### src/rcm_pkg.sv
// Purpose: constants and carrier types for the reset cause and low-voltage control block
// Assumes: 50 MHz system clock, classic Wishbone register access
// Notes:   byte addresses taken as printed offsets from the peripheral base
package rcm_pkg;

  // ----------------------------------------
  // register map
  // ----------------------------------------
  localparam logic [23:0] RESET_CONTROL_OFS = 24'h11_0000;
  localparam logic [23:0] RESET_CAUSE_OFS   = 24'h11_0001;
  localparam logic [7:0]  RESET_CONTROL_RST = 8'h05;
  localparam logic [7:0]  RESET_CAUSE_RST   = 8'h00;
  localparam logic [7:0]  CONTROL_WR_MASK   = 8'hCD;

  // ----------------------------------------
  // field positions
  // ----------------------------------------
  localparam int SW_RESET_REQUEST_BIT   = 7;
  localparam int FORCE_RESET_OUT_BIT    = 6;
  localparam int LOW_VOLTAGE_FLAG_BIT   = 4;
  localparam int LV_IRQ_ENABLE_BIT      = 3;
  localparam int LV_RESET_ENABLE_BIT    = 2;
  localparam int LOW_VOLTAGE_ENABLE_BIT = 0;
  localparam int LOW_VOLTAGE_CAUSE_BIT  = 6;
  localparam int SW_CAUSE_BIT           = 5;
  localparam int POR_CAUSE_BIT          = 3;
  localparam int PIN_RESET_CAUSE_BIT    = 2;
  localparam int REF_FAIL_CAUSE_BIT     = 1;
  localparam int PLL_UNLOCK_CAUSE_BIT   = 0;

  // ----------------------------------------
  // timing
  // ----------------------------------------
  localparam int CLK_HZ           = 50_000_000;
  localparam int PIN_QUAL_EDGES   = 4;
  localparam int RELEASE_CYCLES   = 512;
  localparam logic [3:0] PIN_QUAL_LAST  = 4'(PIN_QUAL_EDGES - 1);
  localparam logic [9:0] RELEASE_LAST   = 10'(RELEASE_CYCLES - 1);

  // ----------------------------------------
  // carriers
  // ----------------------------------------
  typedef struct packed {
    logic        por;
    logic        low_voltage;
    logic        ref_fail;
    logic        pll_unlock;
  } async_src_t;

  typedef enum logic [1:0] {
    SEQ_RUN,
    SEQ_HOLD_PIN,
    SEQ_WAIT_LOCK,
    SEQ_COUNT
  } seq_state_t;

endpackage

### src/pin_qualify.sv
// Purpose: two-stage synchroniser plus assertion-length qualifier for the reset input pin
// Assumes: reset_in_pin_n_i is active low and asynchronous to clk_i
// Notes:   stop mode bypasses the synchroniser; the raw level is then used
module pin_qualify
  import rcm_pkg::*;
(
  input  wire logic clk_i,
  input  wire logic rst_i,
  input  wire logic stop_mode_i,
  input  wire logic reset_in_pin_n_i,
  output logic      asserted_o,
  output logic      qualified_o
);

  typedef struct packed {
    logic       sync1;
    logic       sync2;
    logic [3:0] cnt;
    logic       qual;
  } pq_state_t;

  pq_state_t st_ff;
  pq_state_t nxt_st;

  always_comb begin
    nxt_st       = st_ff;
    nxt_st.sync1 = ~reset_in_pin_n_i;
    nxt_st.sync2 = st_ff.sync1;
    if (!st_ff.sync2) begin
      nxt_st.cnt  = 4'h0;
      nxt_st.qual = 1'b0;
    end else if (st_ff.cnt == PIN_QUAL_LAST) begin
      nxt_st.qual = 1'b1;
    end else begin
      nxt_st.cnt = st_ff.cnt + 4'h1;
    end
  end

  always_ff @(posedge clk_i) begin
    if (rst_i) begin
      st_ff <= '0;
    end else begin
      st_ff <= nxt_st;
    end
  end

  // stop mode: act on the raw pin
  assign asserted_o  = stop_mode_i ? ~reset_in_pin_n_i : st_ff.sync2;
  assign qualified_o = stop_mode_i ? ~reset_in_pin_n_i : st_ff.qual;

endmodule

### src/reset_cause_and_lvd_control.sv
// Purpose: reset control and reset cause registers with low-voltage detector control
// Assumes: classic Wishbone slave, 8-bit data in the low lane; one system clock
// Notes:   asynchronous sources arrive as levels already in the clk_i domain
//
// How it works
// - reset input is synchronised except in stop mode, where it acts directly
// - 8-bit read/write control register, resets to 0x05; internal resets keep bit 6, only rst_i or a write of 0 clears it
// - 8-bit cause register readable always, writes ignored
// - writing 1 to bit 7 requests software reset; that reset clears it
// - bit 6 drives reset output pin directly; 1 asserts it
// - bit 4 flags low voltage while detector enabled; write 1 clears
// - interrupt when flag, detector enable, irq enable set and reset enable clear
// - low-voltage interrupt shares vector with edge input zero; software arbitrates
// - system reset leaves the flag alone; it reads 0 after reset
// - bit 3 enables the interrupt, no effect when detector disabled
// - bit 2 enables low-voltage reset with detector on; reset beats interrupt
// - bit 0 turns the low-voltage detector on or off
// - entering reset captures 1 for pending sources, 0 for others
// - several causes may set together; each reset replaces the whole pattern
// - cause bit 6 low voltage, bit 5 software
// - cause bit 3 power-on, bit 2 external pin
// - cause bit 1 loss of clock, bit 0 loss of lock
// - reset output pin is active low, low while chip held in reset
// - after input negates and lock, count 512 cycles before release
// - power-on sets power-on and low-voltage causes only
//
// The implementer's own choice: the Wishbone interface to the registers.
module reset_cause_and_lvd_control
  import rcm_pkg::*;
(
  input  wire logic        clk_i,
  input  wire logic        rst_i,
  input  wire logic        wb_cyc_i,
  input  wire logic        wb_stb_i,
  input  wire logic        wb_we_i,
  input  wire logic [23:0] wb_adr_i,
  input  wire logic [3:0]  wb_sel_i,
  input  wire logic [31:0] wb_dat_i,
  output logic [31:0]      wb_dat_o,
  output logic             wb_ack_o,
  input  wire logic        reset_in_pin_n_i,
  input  wire logic        stop_mode_i,
  input  wire logic        por_i,
  input  wire logic        low_voltage_i,
  input  wire logic        ref_fail_i,
  input  wire logic        pll_unlock_i,
  input  wire logic        pll_locked_i,
  output logic             reset_out_pin_n_o,
  output logic             chip_reset_o,
  output logic             low_voltage_irq_o
);

  // ----------------------------------------
  // state
  // ----------------------------------------
  typedef struct packed {
    seq_state_t  seq;
    logic [9:0]  cnt;
    logic [7:0]  ctrl;
    logic [7:0]  cause;
    logic        lv_flag;
    logic        por_seq;
    logic        ack;
    logic [31:0] dat;
    logic        pin_n;
    logic        chip_rst;
    logic        irq;
  } top_state_t;

  top_state_t st_ff;
  top_state_t nxt_st;

  logic pin_asserted;
  logic pin_qualified;

  pin_qualify u_pin (
    .clk_i            (clk_i),
    .rst_i            (rst_i),
    .stop_mode_i      (stop_mode_i),
    .reset_in_pin_n_i (reset_in_pin_n_i),
    .asserted_o       (pin_asserted),
    .qualified_o      (pin_qualified)
  );

  function automatic logic hit(input logic [23:0] adr, input logic [23:0] ofs);
    hit = (adr == ofs);
  endfunction

  logic wr_ctrl;
  logic lv_enabled;
  logic lv_reset;
  logic async_any;
  logic [7:0] wr_val;
  logic [7:0] cap;

  always_comb begin
    wr_ctrl    = wb_cyc_i && wb_stb_i && wb_we_i && !st_ff.ack
                 && hit(wb_adr_i, RESET_CONTROL_OFS) && wb_sel_i[0];
    wr_val     = wb_dat_i[7:0];
    lv_enabled = st_ff.ctrl[LOW_VOLTAGE_ENABLE_BIT];
    lv_reset   = lv_enabled && st_ff.ctrl[LV_RESET_ENABLE_BIT] && low_voltage_i;
    async_any  = por_i || lv_reset || ref_fail_i || pll_unlock_i;
    cap        = 8'h00;
    cap[LOW_VOLTAGE_CAUSE_BIT] = lv_reset;
    cap[SW_CAUSE_BIT]          = st_ff.ctrl[SW_RESET_REQUEST_BIT];
    cap[PIN_RESET_CAUSE_BIT]   = pin_qualified;
    cap[REF_FAIL_CAUSE_BIT]    = ref_fail_i;
    cap[PLL_UNLOCK_CAUSE_BIT]  = pll_unlock_i;
    if (por_i || st_ff.por_seq) begin
      cap = 8'h00;
      cap[POR_CAUSE_BIT]         = 1'b1;
      cap[LOW_VOLTAGE_CAUSE_BIT] = 1'b1;
    end

    nxt_st = st_ff;

    // ----------------------------------------
    // register bus
    // ----------------------------------------
    nxt_st.ack = wb_cyc_i && wb_stb_i && !st_ff.ack;
    nxt_st.dat = 32'h0000_0000;
    if (wb_cyc_i && wb_stb_i && !st_ff.ack && !wb_we_i) begin
      if (hit(wb_adr_i, RESET_CONTROL_OFS)) begin
        nxt_st.dat[7:0] = {st_ff.ctrl[7:5], st_ff.lv_flag, st_ff.ctrl[3:0]};
      end else if (hit(wb_adr_i, RESET_CAUSE_OFS)) begin
        nxt_st.dat[7:0] = st_ff.cause;
      end
    end
    if (wr_ctrl) begin
      nxt_st.ctrl = wr_val & CONTROL_WR_MASK;
      if (wr_val[LOW_VOLTAGE_FLAG_BIT]) begin
        nxt_st.lv_flag = 1'b0;
      end
    end
    // set beats the write-one clear
    if (lv_enabled && low_voltage_i) begin
      nxt_st.lv_flag = 1'b1;
    end

    // ----------------------------------------
    // reset sequence
    // ----------------------------------------
    unique case (st_ff.seq)
      SEQ_RUN: begin
        if (async_any) begin
          nxt_st.cause = cap;
          nxt_st.seq   = SEQ_WAIT_LOCK;
        end else if (pin_qualified || st_ff.ctrl[SW_RESET_REQUEST_BIT]) begin
          nxt_st.cause = cap;
          nxt_st.seq   = SEQ_HOLD_PIN;
        end
      end
      SEQ_HOLD_PIN: begin
        if (!pin_asserted) begin
          nxt_st.seq = SEQ_WAIT_LOCK;
        end
      end
      SEQ_WAIT_LOCK: begin
        nxt_st.cnt = 10'h000;
        if (pll_locked_i && !pll_unlock_i) begin
          nxt_st.seq = SEQ_COUNT;
        end
      end
      SEQ_COUNT: begin
        nxt_st.cnt = st_ff.cnt + 10'h001;
        if (st_ff.cnt == RELEASE_LAST) begin
          nxt_st.seq     = SEQ_RUN;
          nxt_st.por_seq = 1'b0;
        end
      end
    endcase
    if (st_ff.seq != SEQ_RUN) begin
      if (por_i || lv_reset) begin
        nxt_st.seq = SEQ_WAIT_LOCK;
        if (!st_ff.por_seq) begin
          nxt_st.cause = cap;
        end
      end else if (pin_qualified && st_ff.seq != SEQ_HOLD_PIN) begin
        nxt_st.seq = SEQ_HOLD_PIN;
      end else if ((ref_fail_i || pll_unlock_i) && st_ff.seq == SEQ_COUNT) begin
        nxt_st.seq = SEQ_WAIT_LOCK;
      end
      nxt_st.ctrl = RESET_CONTROL_RST | (st_ff.ctrl & 8'h40);
    end
    if (por_i) begin
      nxt_st.por_seq = 1'b1;
    end
    nxt_st.chip_rst = (nxt_st.seq != SEQ_RUN);
    nxt_st.pin_n    = !(nxt_st.chip_rst || nxt_st.ctrl[FORCE_RESET_OUT_BIT]);
    nxt_st.irq      = nxt_st.lv_flag && nxt_st.ctrl[LOW_VOLTAGE_ENABLE_BIT]
                      && nxt_st.ctrl[LV_IRQ_ENABLE_BIT]
                      && !nxt_st.ctrl[LV_RESET_ENABLE_BIT];
  end

  always_ff @(posedge clk_i) begin
    if (rst_i) begin
      st_ff.seq      <= SEQ_RUN;
      st_ff.cnt      <= 10'h000;
      st_ff.ctrl     <= RESET_CONTROL_RST;
      st_ff.cause    <= RESET_CAUSE_RST;
      st_ff.lv_flag  <= 1'b0;
      st_ff.por_seq  <= 1'b0;
      st_ff.ack      <= 1'b0;
      st_ff.dat      <= 32'h0000_0000;
      st_ff.pin_n    <= 1'b1;
      st_ff.chip_rst <= 1'b0;
      st_ff.irq      <= 1'b0;
    end else begin
      st_ff <= nxt_st;
    end
  end

  assign wb_dat_o          = st_ff.dat;
  assign wb_ack_o          = st_ff.ack;
  assign reset_out_pin_n_o = st_ff.pin_n;
  assign chip_reset_o      = st_ff.chip_rst;
  assign low_voltage_irq_o = st_ff.irq;

endmodule

### config.mk
export PLATFORM = sky130hd
export DESIGN_NAME = reset_cause_and_lvd_control
export DESIGN_NICKNAME = d
export VERILOG_FILES = /design/src/rcm_pkg.sv /design/src/pin_qualify.sv /design/src/reset_cause_and_lvd_control.sv
export SDC_FILE = /design/constraint.sdc
export NUM_CORES = 1
export LEC_CHECK = 0
export ABC_AREA = 1
export ABC_CLOCK_PERIOD_IN_PS = 3800
export BUFFER_PORTS_ARGS = -buffer_cell sky130_fd_sc_hd__buf_4
export CORE_MARGIN = 5
export CORE_UTILIZATION = 51
export DETAILED_ROUTE_END_ITERATION = 16
export HOLD_SLACK_MARGIN = 0.12
export PLACE_DENSITY_LB_ADDON = 0.08
export SETUP_SLACK_MARGIN = 0.3
export SYNTH_ARGS = -nofsm -noshare
export SYNTH_HDL_FRONTEND = slang
export SYNTH_SLANG_ARGS = --single-unit
### constraint.sdc
create_clock -name clk_i -period 3.8 [get_ports clk_i]
set_input_delay 0.76 -clock clk_i [delete_from_list [all_inputs] [get_ports clk_i]]
set_output_delay 0.76 -clock clk_i [all_outputs]
set_load 0.02 [all_outputs]
==> results of run 1 <==
## state kept, by name, indices dropped and copies added (netlist names)
name,flops
reset_out_pin_n_o,1
wb_ack_o,1
lv_enabled,1
u_pin.st_ff,6
low_voltage_irq_o,1
st_ff,26
u_pin.nxt_st,1
wb_dat_o,8
chip_reset_o,1
## cell type report
| cell class | count | area (um2) |
|---|---|---|
| fillers | 465 | 1843 |
| clock buffers | 6 | 82.58 |
| well taps | 54 | 67.56 |
| inverters | 55 | 206.4 |
| flip-flops and latches | 46 | 920.9 |
| clock inverters | 1 | 30.03 |
| repair buffers | 54 | 405.4 |
| multi-input cells | 239 | 1105 |
## synthesized netlist by cell type, types with 3 or more instances
cell type   n  area (um2)
dfxtp_1    46       920.9
a21oi_1    16       80.08
o21a_1      4       30.03
buf_4      32       240.2
o21ai_0    13       65.06
nor2_2      3       18.77
inv_1      54       202.7
nand4_1     6       37.54
nor2_1     45       168.9
nor3_1      6       30.03
nand3_1    25       125.1
nand2_1    76       285.3
## path summary, 6_finish.rpt
path,start,to,slack [ns],cells past startpoint
hold reg to reg,u_pin.nxt_st[5],u_pin.st_ff[5],0.41,2
setup reg to reg,st_ff[65],reset_out_pin_n_o,2.17,8
hold / removal,u_pin.nxt_st[5],u_pin.st_ff[5],0.41,2
setup / recovery,wb_adr_i[18],wb_dat_o[6],2.08,7
## power breakdown
group / internal, mW / switching [mW]
Combinational: 0.0524 / 0.0797
Sequential: 0.493 / 0.00752
Clock: 0.210 / 0.151
## cells by family after synthesis
group                    count (synthesis)
flip-flops                              46
AO/OA/AOI/OAI                           39
other                                    1
buffers and inverters                   89
AND/OR/NAND/NOR                        173
XOR/XNOR                                 1
adder cells (fa/ha/maj)                  2
## critical path: cells and delay by family
family                 cells  cell delay (ns)
AND/OR/NAND/NOR            5             0.91
AO/OA/AOI/OAI              1             0.16
buffers and inverters      1             0.11
## layer usage
| metal | track usage (%) | up-vias | wire length (um) |
|---|---|---|---|
| li1 | - | 1144 | - |
| met1 | 18.71 | 907 | 2080 |
| met2 | 27.33 | 69 | 2190 |
| met3 | 5.046 | 5 | 395 |
| met4 | 4.720 | 0 | 50 |
| met5 | 0 | - | 0 |
## per-stage QoR
step                      hold WS (ns)  area, um2
after floorplan                 0.3883       2487
after global placement          0.3901       2705
after detailed placement        0.3944       2705
after CTS                       0.4089       2818
after global routing            0.4360       2818
final                           0.4068       2818
==> results.toml, run 1 <==
[floorplan]
ioPinCount = 108
die_x_um = 78.62
rows = 25
core-area_um2 = 4661
die_h_um = 78.62
die-area_um2 = 6180
floorplan.initialDensity_pct = 51.52

[timing]
final.setup.tns_ns = 0
fin_crit_sh_pct = 45.36
setup-violations-final = 0
worst_slack_ns = 2.076
fmax_ghz = 0.5801
finalMaxSlewViolations = 0
grt_setup_unrepaired = "false"
skew_ns = 0.005353
layout_min_cycle_time_ns = 1.724
hold_violations = 0

[route]
viasPerCell = 4.670
wl_per_cell_um = 10.37
vias = 2125
dr.pass1.iters = 4
drt_wl_total_mm = 4.717
dr.first_iter.drc_count = 109
drcViolationCount = 0
final_antenna_net_count = 0

[cts]
cts_buffer_depth = 2
cts_resized = 0
cts_buffers = 5
cts_setup_buffers = 0
cts_max_level = 2
cts_tree = "yes"
insertion_delay_ns = 0.29
path_clk_slew_ns = 0.08
cts-hold-fix-buffers = 0
cts-root-buf = "clkbuf_8"
clock-sinks = 46

[grt]
grt_use_total_pct = 15.86
grt_pass1_vias = 1944
grt_max_degree = 14
antenna_found_initial = 0
grt-ovfl-total = 0
grt_pass1_wl_mm = 7.935

[critical_path]
crit_required_ns = 4.01
path_cells = "buf_4 > nor2_1 > nand3_1 > nor3_1 > and2_1 > nand2_1 > o22ai_1"
cp_slowest_stage_delay_ns = 0.33
slowest_stage = "nor3_1"
cp-start-kind = "input pin"
critPathKind = "in -> reg"
crit_path_end_kind = "register"
cp.arrival_ns = 1.94
crit_fanout = 5

[place]
numPortBuffers = 54
dp_hpwl_mm = 3.845
dp.cells = 448
place_ws_ns = 1.795
place.gp.congestion = 0.8233

[yosys]
synth_simple_gate_area_share_pct = 31.79
synth-seq-area-share_pct = 38.35
ys.flop_type = "dfxtp_1"
yosys-mux-area-fraction_pct = 0
synth_fa_ha_area_share_pct = 1.042
ys_seq_elements = 46
synth-compound-area-share_pct = 9.067
synth.avg_cell_area_um2 = 6.841
synthArstFlopShare_pct = 0
yosysWarningCount = 0
syn-cell-area_um2 = 2401
synth-edff-count = 0
synthXorXnorAreaFrac_pct = 0.3648
netlist_instances = 351
synth_top_family_by_area = "simple AND/OR/NAND/NOR gates"
synth_cell_type_count = 29

[job]
drv_cap = 0

[cells_and_area]
final_nets = 475
fin_util_pct = 60.46
final_common_cell = "nand2_1"
drive_above_1_share_pct = 17.21
area_growth_syn_to_layout_pct = 17.35
antenna_cells = 0
stdcell_count = 455
mostFrequentLayoutCells = "nand2_1 (76), inv_1 (54), buf_4 (54)"

[min_path]
min_path_type = "reg -> reg"

[pwr]
p_total_uw = 993.9
leakagePower_nw = 1.390
ir_drop_v = 0.0002751
powerDensity_nw_per_um2 = 352.8

[run_status]
status = "complete, no violations"
Power figures use the tool's default switching activity.
==> inputs of run 2 (changes only) <==
--- a/config.mk
+++ b/config.mk
@@ -6,10 +6,10 @@
 export NUM_CORES = 1
 export LEC_CHECK = 0
 export ABC_AREA = 1
-export ABC_CLOCK_PERIOD_IN_PS = 3800
+export ABC_CLOCK_PERIOD_IN_PS = 1700
 export BUFFER_PORTS_ARGS = -buffer_cell sky130_fd_sc_hd__buf_4
 export CORE_MARGIN = 5
-export CORE_UTILIZATION = 51
+export CORE_UTILIZATION = 47
 export DETAILED_ROUTE_END_ITERATION = 16
 export HOLD_SLACK_MARGIN = 0.12
 export PLACE_DENSITY_LB_ADDON = 0.08
==> constraint.sdc (replaced) <==
create_clock -name clk_i -period 1.7 [get_ports clk_i]
set_input_delay 0.34 -clock clk_i [delete_from_list [all_inputs] [get_ports clk_i]]
set_output_delay 0.34 -clock clk_i [all_outputs]
set_load 0.02 [all_outputs]
==> results.toml, run 2 (synthesis results as in run 1) <==
[run_status]
status = "complete, no violations"

[timing]
fmax_ghz = 0.7446
grt_setup_unrepaired = "true"
skew_ns = 0.01068
setup-violations-final = 0
finalMaxSlewViolations = 0
fin_crit_sh_pct = 79.00
hold_violations = 0
layout_min_cycle_time_ns = 1.343
final.setup.tns_ns = 0

[pwr]
ir_drop_v = 0.0005870
powerDensity_nw_per_um2 = 748.4
p_total_mw = 2.241
leakagePower_nw = 1.448

[critical_path]
critPathBufInv = 2
cp.arrival_ns = 1.57
crit_required_ns = 1.93
cp_top_family = "simple AND/OR/NAND/NOR gates"
critPathKind = "reg -> reg"
cp-start-kind = "register"
crit_path_end_kind = "register"
crit_fanout = 3
cpMostUsedCell = "nor2_2"
path_cells = "buf_4 > nand4_4 > nor2_2 > nand2_2 > nor2_2 > inv_1 > or2_0 > a21oi_1"
slowest_stage = "dfxtp_2"
cp_slowest_stage_delay_ns = 0.37

[grt]
grt-ovfl-total = 0
antenna_found_initial = 0
grt_use_total_pct = 15.23
grt_max_degree = 15
grt_pass1_vias = 1975
grt_pass1_wl_mm = 7.962

[floorplan]
ioPinCount = 108
floorplan.initialDensity_pct = 47.62
die-area_um2 = 6638
rows = 26
core-area_um2 = 5042
die_x_um = 81.48
die_h_um = 81.48

[place]
dp_hpwl_mm = 3.831
place.gp.congestion = 0.8173
numPortBuffers = 54

[route]
vias = 2118
drt_wl_total_mm = 4.824
dr.pass1.iters = 4
dr.first_iter.drc_count = 58
drcViolationCount = 0
final_antenna_net_count = 0
viasPerCell = 4.385
wl_per_cell_um = 9.988

[cts]
cts_buffer_depth = 2
insertion_delay_ns = 0.30
cts_tree = "yes"
path_clk_slew_ns = 0.08
cts-root-buf = "clkbuf_8"
clock-sinks = 46
cts_max_level = 2
cts-hold-fix-buffers = 0
cts_buffers = 5

[cells_and_area]
top_register = "st_ff"
area_growth_syn_to_layout_pct = 24.70
mostFrequentLayoutCells = "nand2_1 (71), buf_4 (65), inv_1 (53)"
antenna_cells = 0
n_fill_cell = 508
final_nets = 486
drive_above_1_share_pct = 24.46
final_common_cell = "nand2_1"
largest_reg_flops = 26

[job]
drv_cap = 0

[min_path]
min_path_type = "in -> reg"
==> run 2: cell types whose count changed in the layout (fill, tap and decap cells not counted), moves of 4 or more <==
cell     previous run  this run
buf_4              54        65
dfxtp_1            46        40
dfxtp_2             0         5
nand2_1            76        71
nand2_2             2         7
nand3_1            25        20
nand3_2             0         4
==> run 2: layout make-up <==
cell class / count / area [um2] / area share [%]
Sequential cell: 46 / 930.9 / 31.09
Multi-Input combinational cell: 239 / 1171 / 39.11
Clock buffer: 6 / 72.57 / 2.424
Inverter: 55 / 206.4 / 6.895
Timing Repair Buffer: 65 / 488.0 / 16.30
Clock inverter: 2 / 37.54 / 1.254
Tap cell: 70 / 87.58 / 2.925
==> run 2: path summary, 6_finish.rpt <==
check,from,to,slack (ns),cells after the start
worst max-delay path,st_ff[54],st_ff[61],0.36,8
worst min-delay path,reset_in_pin_n_i,u_pin.nxt_st[5],0.20,2
worst max register to register,st_ff[54],st_ff[61],0.36,8
worst min register to register,u_pin.nxt_st[5],u_pin.st_ff[5],0.40,2
==> run 2: per-layer routing <==
layer / up-vias / share of wire, % / global-route usage, % / wire length [um]
li1: 1165 / - / - / -
met1: 902 / 47 / 19.01 / 2274
met2: 44 / 46 / 25.81 / 2235
met3: 7 / 5.2 / 3.509 / 250
met4: 0 / 1.3 / 5.068 / 63
met5: - / 0 / 0 / 0
==> run 2: timing repair <==
action                     in CTS  in global routing
buffers inserted                1                  3
cloned                          0                  0
setup endpoints to repair      10                 24
pin swaps                       0                  6
gates resized for setup         4                 22
==> run 2: metrics by stage <==
stage,setup WS (ns),hold WS (ns),utilization [%],instance area [um2],cells
after floorplan,0.3638,0.3883,-,2487,374
after global placement,0.1446,0.3933,55.09,2778,471
after detailed placement,0.1493,0.3985,55.09,2778,471
after CTS,0.3018,0.1884,57.62,2905,480
after global routing,0.2407,0.1888,59.38,2994,483
final,0.3570,0.1966,59.38,2994,483
==> run 2: worst reg2reg max path, stage by stage, from the launching register on <==
cell and delay [ns]:
dfxtp_2 0.37, buf_4 0.14, nand4_4 0.08, nor2_2 0.13
nand2_2 0.06, nor2_2 0.10, inv_1 0.06, or2_0 0.19
a21oi_1 0.15
==> run 2: power breakdown <==
| part | switching (mW) | internal (mW) |
|---|---|---|
| Clock | 0.362 | 0.439 |
| Sequential | 0.0165 | 1.10 |
| Combinational | 0.186 | 0.135 |
==> inputs of run 3 (changes only) <==
--- a/config.mk
+++ b/config.mk
@@ -6,7 +6,7 @@
 export NUM_CORES = 1
 export LEC_CHECK = 0
 export ABC_AREA = 1
-export ABC_CLOCK_PERIOD_IN_PS = 1700
+export ABC_CLOCK_PERIOD_IN_PS = 1250
 export BUFFER_PORTS_ARGS = -buffer_cell sky130_fd_sc_hd__buf_4
 export CORE_MARGIN = 5
 export CORE_UTILIZATION = 47
==> constraint.sdc (replaced) <==
create_clock -name clk_i -period 1.25 [get_ports clk_i]
set_input_delay 0.25 -clock clk_i [delete_from_list [all_inputs] [get_ports clk_i]]
set_output_delay 0.25 -clock clk_i [all_outputs]
set_load 0.02 [all_outputs]
==> results.toml, run 3 (synthesis results as in run 1) <==
[pwr]
p_comb_share_pct = 18.1
netSwitchingFraction_pct = 26.01
powerDensity_nw_per_um2 = 859.2
power_frac_seq_pct = 47.6
clockPowerShare_pct = 34.2
p_total_mw = 3.191
p_int_mw = 2.361
power.switching_uw = 829.8
ir_drop_v = 0.0006626
leakagePower_nw = 1.738

[critical_path]
crit_fanout = 2
reg2reg_depth = 11
reg2reg_slack_ns = -0.11
critPathBufInv = 0
cp_slowest_stage_delay_ns = 0.36
cp_top_family = "simple AND/OR/NAND/NOR gates"
crit_path_end_kind = "register"
r2r_end = "reset_out_pin_n_o"
crit_required_ns = 1.48
slowest_stage = "dfxtp_2"
cp.arrival_ns = 1.60
critPathKind = "reg -> reg"
r2r_start = "st_ff[55]"
path_cells = "ha_4 > nand2_2 > nor2_2 > nand3_2 > nand2_2 > nand2_1 > nand2_1 > nand2_1 > nand2_2 > nand3_2 > nor2_1"
cp-start-kind = "register"

[cts]
cts_tree = "yes"
clock-sinks = 46
cts_max_level = 2
cts_buffer_depth = 2
cts-root-buf = "clkbuf_8"
cts_buffers = 5
insertion_delay_ns = 0.29
path_clk_slew_ns = 0.08

[timing]
layout_min_cycle_time_ns = 1.365
final.setup.tns_ns = -0.4866
fin_crit_sh_pct = 109.2
skew_ns = 0.008074
finalMaxSlewViolations = 0
holdWs_ns = 0.1743
worst_slack_ns = -0.1148
fmax_ghz = 0.7327
setup-violations-final = 10
grt_setup_unrepaired = "true"
hold_violations = 0

[route]
drt_wl_total_mm = 6.139
drcViolationCount = 0
dr.first_iter.drc_count = 50
viasPerCell = 4.619
dr.pass1.iters = 4
final_antenna_net_count = 0
wl_per_cell_um = 11.65
vias = 2434

[grt]
grt-ovfl-total = 0
grt_use_total_pct = 18.04
grt_max_degree = 15
grt_pass1_vias = 2282
antenna_found_initial = 0
grt_pass1_wl_mm = 9.356

[place]
dp_hpwl_mm = 4.278
numPortBuffers = 54
place_ws_ns = -0.1670
place.gp.congestion = 0.8883

[run_status]
status = "complete, but fails checks"
violations = "setup timing"

[min_path]
hold_end = "st_ff[37]"
holdPathStages = 2
min_from = "rst_i"
min_path_type = "in -> reg"

[cells_and_area]
largest_reg_flops = 26
mostFrequentLayoutCells = "buf_4 (91), nand2_1 (56), inv_1 (45)"
final_nets = 530
antenna_cells = 0
area_growth_syn_to_layout_pct = 54.66
n_fill_cell = 430
final_common_cell = "buf_4"
top_register = "st_ff"
drive_above_1_share_pct = 47.70

[job]
drv_cap = 0

[floorplan]
die_x_um = 81.48
ioPinCount = 108
die_h_um = 81.48
die-area_um2 = 6638
floorplan.initialDensity_pct = 47.62
rows = 26
core-area_um2 = 5042
==> run 3: cell types whose count changed in the layout (fill, tap and decap cells not counted), sizes merged <==
| cell | before | now |
|---|---|---|
| inv | 55 | 56 |
| dlygate4sd3 | 0 | 1 |
| buf | 65 | 108 |
| clkinvlp | 1 | 0 |
==> run 3: layout make-up <==
type	count	area [um2]	area share, %
clock buffer	6	72.57	1.954
clock inverter	2	36.28	0.9771
inverter	55	214.0	5.761
multi-input combinational	239	1455	39.18
sequential	46	954.7	25.71
tap	70	87.58	2.358
timing repair buffer	109	893.4	24.06
==> run 3: how the worst max path moves through the flow <==
stage,start,to,slack [ns],cells past startpoint
final,st_ff[55],reset_out_pin_n_o,-0.11,11
after CTS,st_ff[54],reset_out_pin_n_o,-0.09,11
after detailed placement,wb_adr_i[0],reset_out_pin_n_o,-0.17,10
after global routing,st_ff[55],reset_out_pin_n_o,-0.25,11
after floorplan,st_ff[65],st_ff[61],0.04,8
after global placement,wb_adr_i[18],wb_dat_o[2],-0.17,8
==> run 3: power groups by stage <==
stage / Clock, mW / Combinational, mW / Sequential (mW)
after floorplan: 0 / 0.313 / 1.56
after global placement: 0 / 0.483 / 1.55
after detailed placement: 0 / 0.488 / 1.55
after CTS: 1.12 / 0.529 / 1.52
after global routing: 1.18 / 0.637 / 1.53
final: 1.09 / 0.579 / 1.52
==> run 3: per-layer routing <==
metal,track usage [%],up-vias,wire [um]
met4,6.757,0,104
met3,3.728,13,274
met1,19.25,1104,2516
li1,-,1263,-
met2,34.45,54,3244
met5,0,-,0
==> run 3: per-stage QoR <==
| step | instances | utilization (%) | area [um2] |
|---|---|---|---|
| finish | 527 | 73.65 | 3714 |
| global route | 527 | 73.65 | 3714 |
| CTS | 521 | 68.73 | 3466 |
| detailed placement | 507 | 62.01 | 3127 |
| global placement | 507 | 62.01 | 3127 |
| floorplan | 374 | - | 2566 |
==> run 3: what timing repair did <==
action	in CTS	in global routing
gates resized for setup	59	57
endpoints found under the hold margin	1	0
setup buffers	5	6
endpoints found under the setup margin	54	54
hold buffers	1	0
pin swaps	16	35
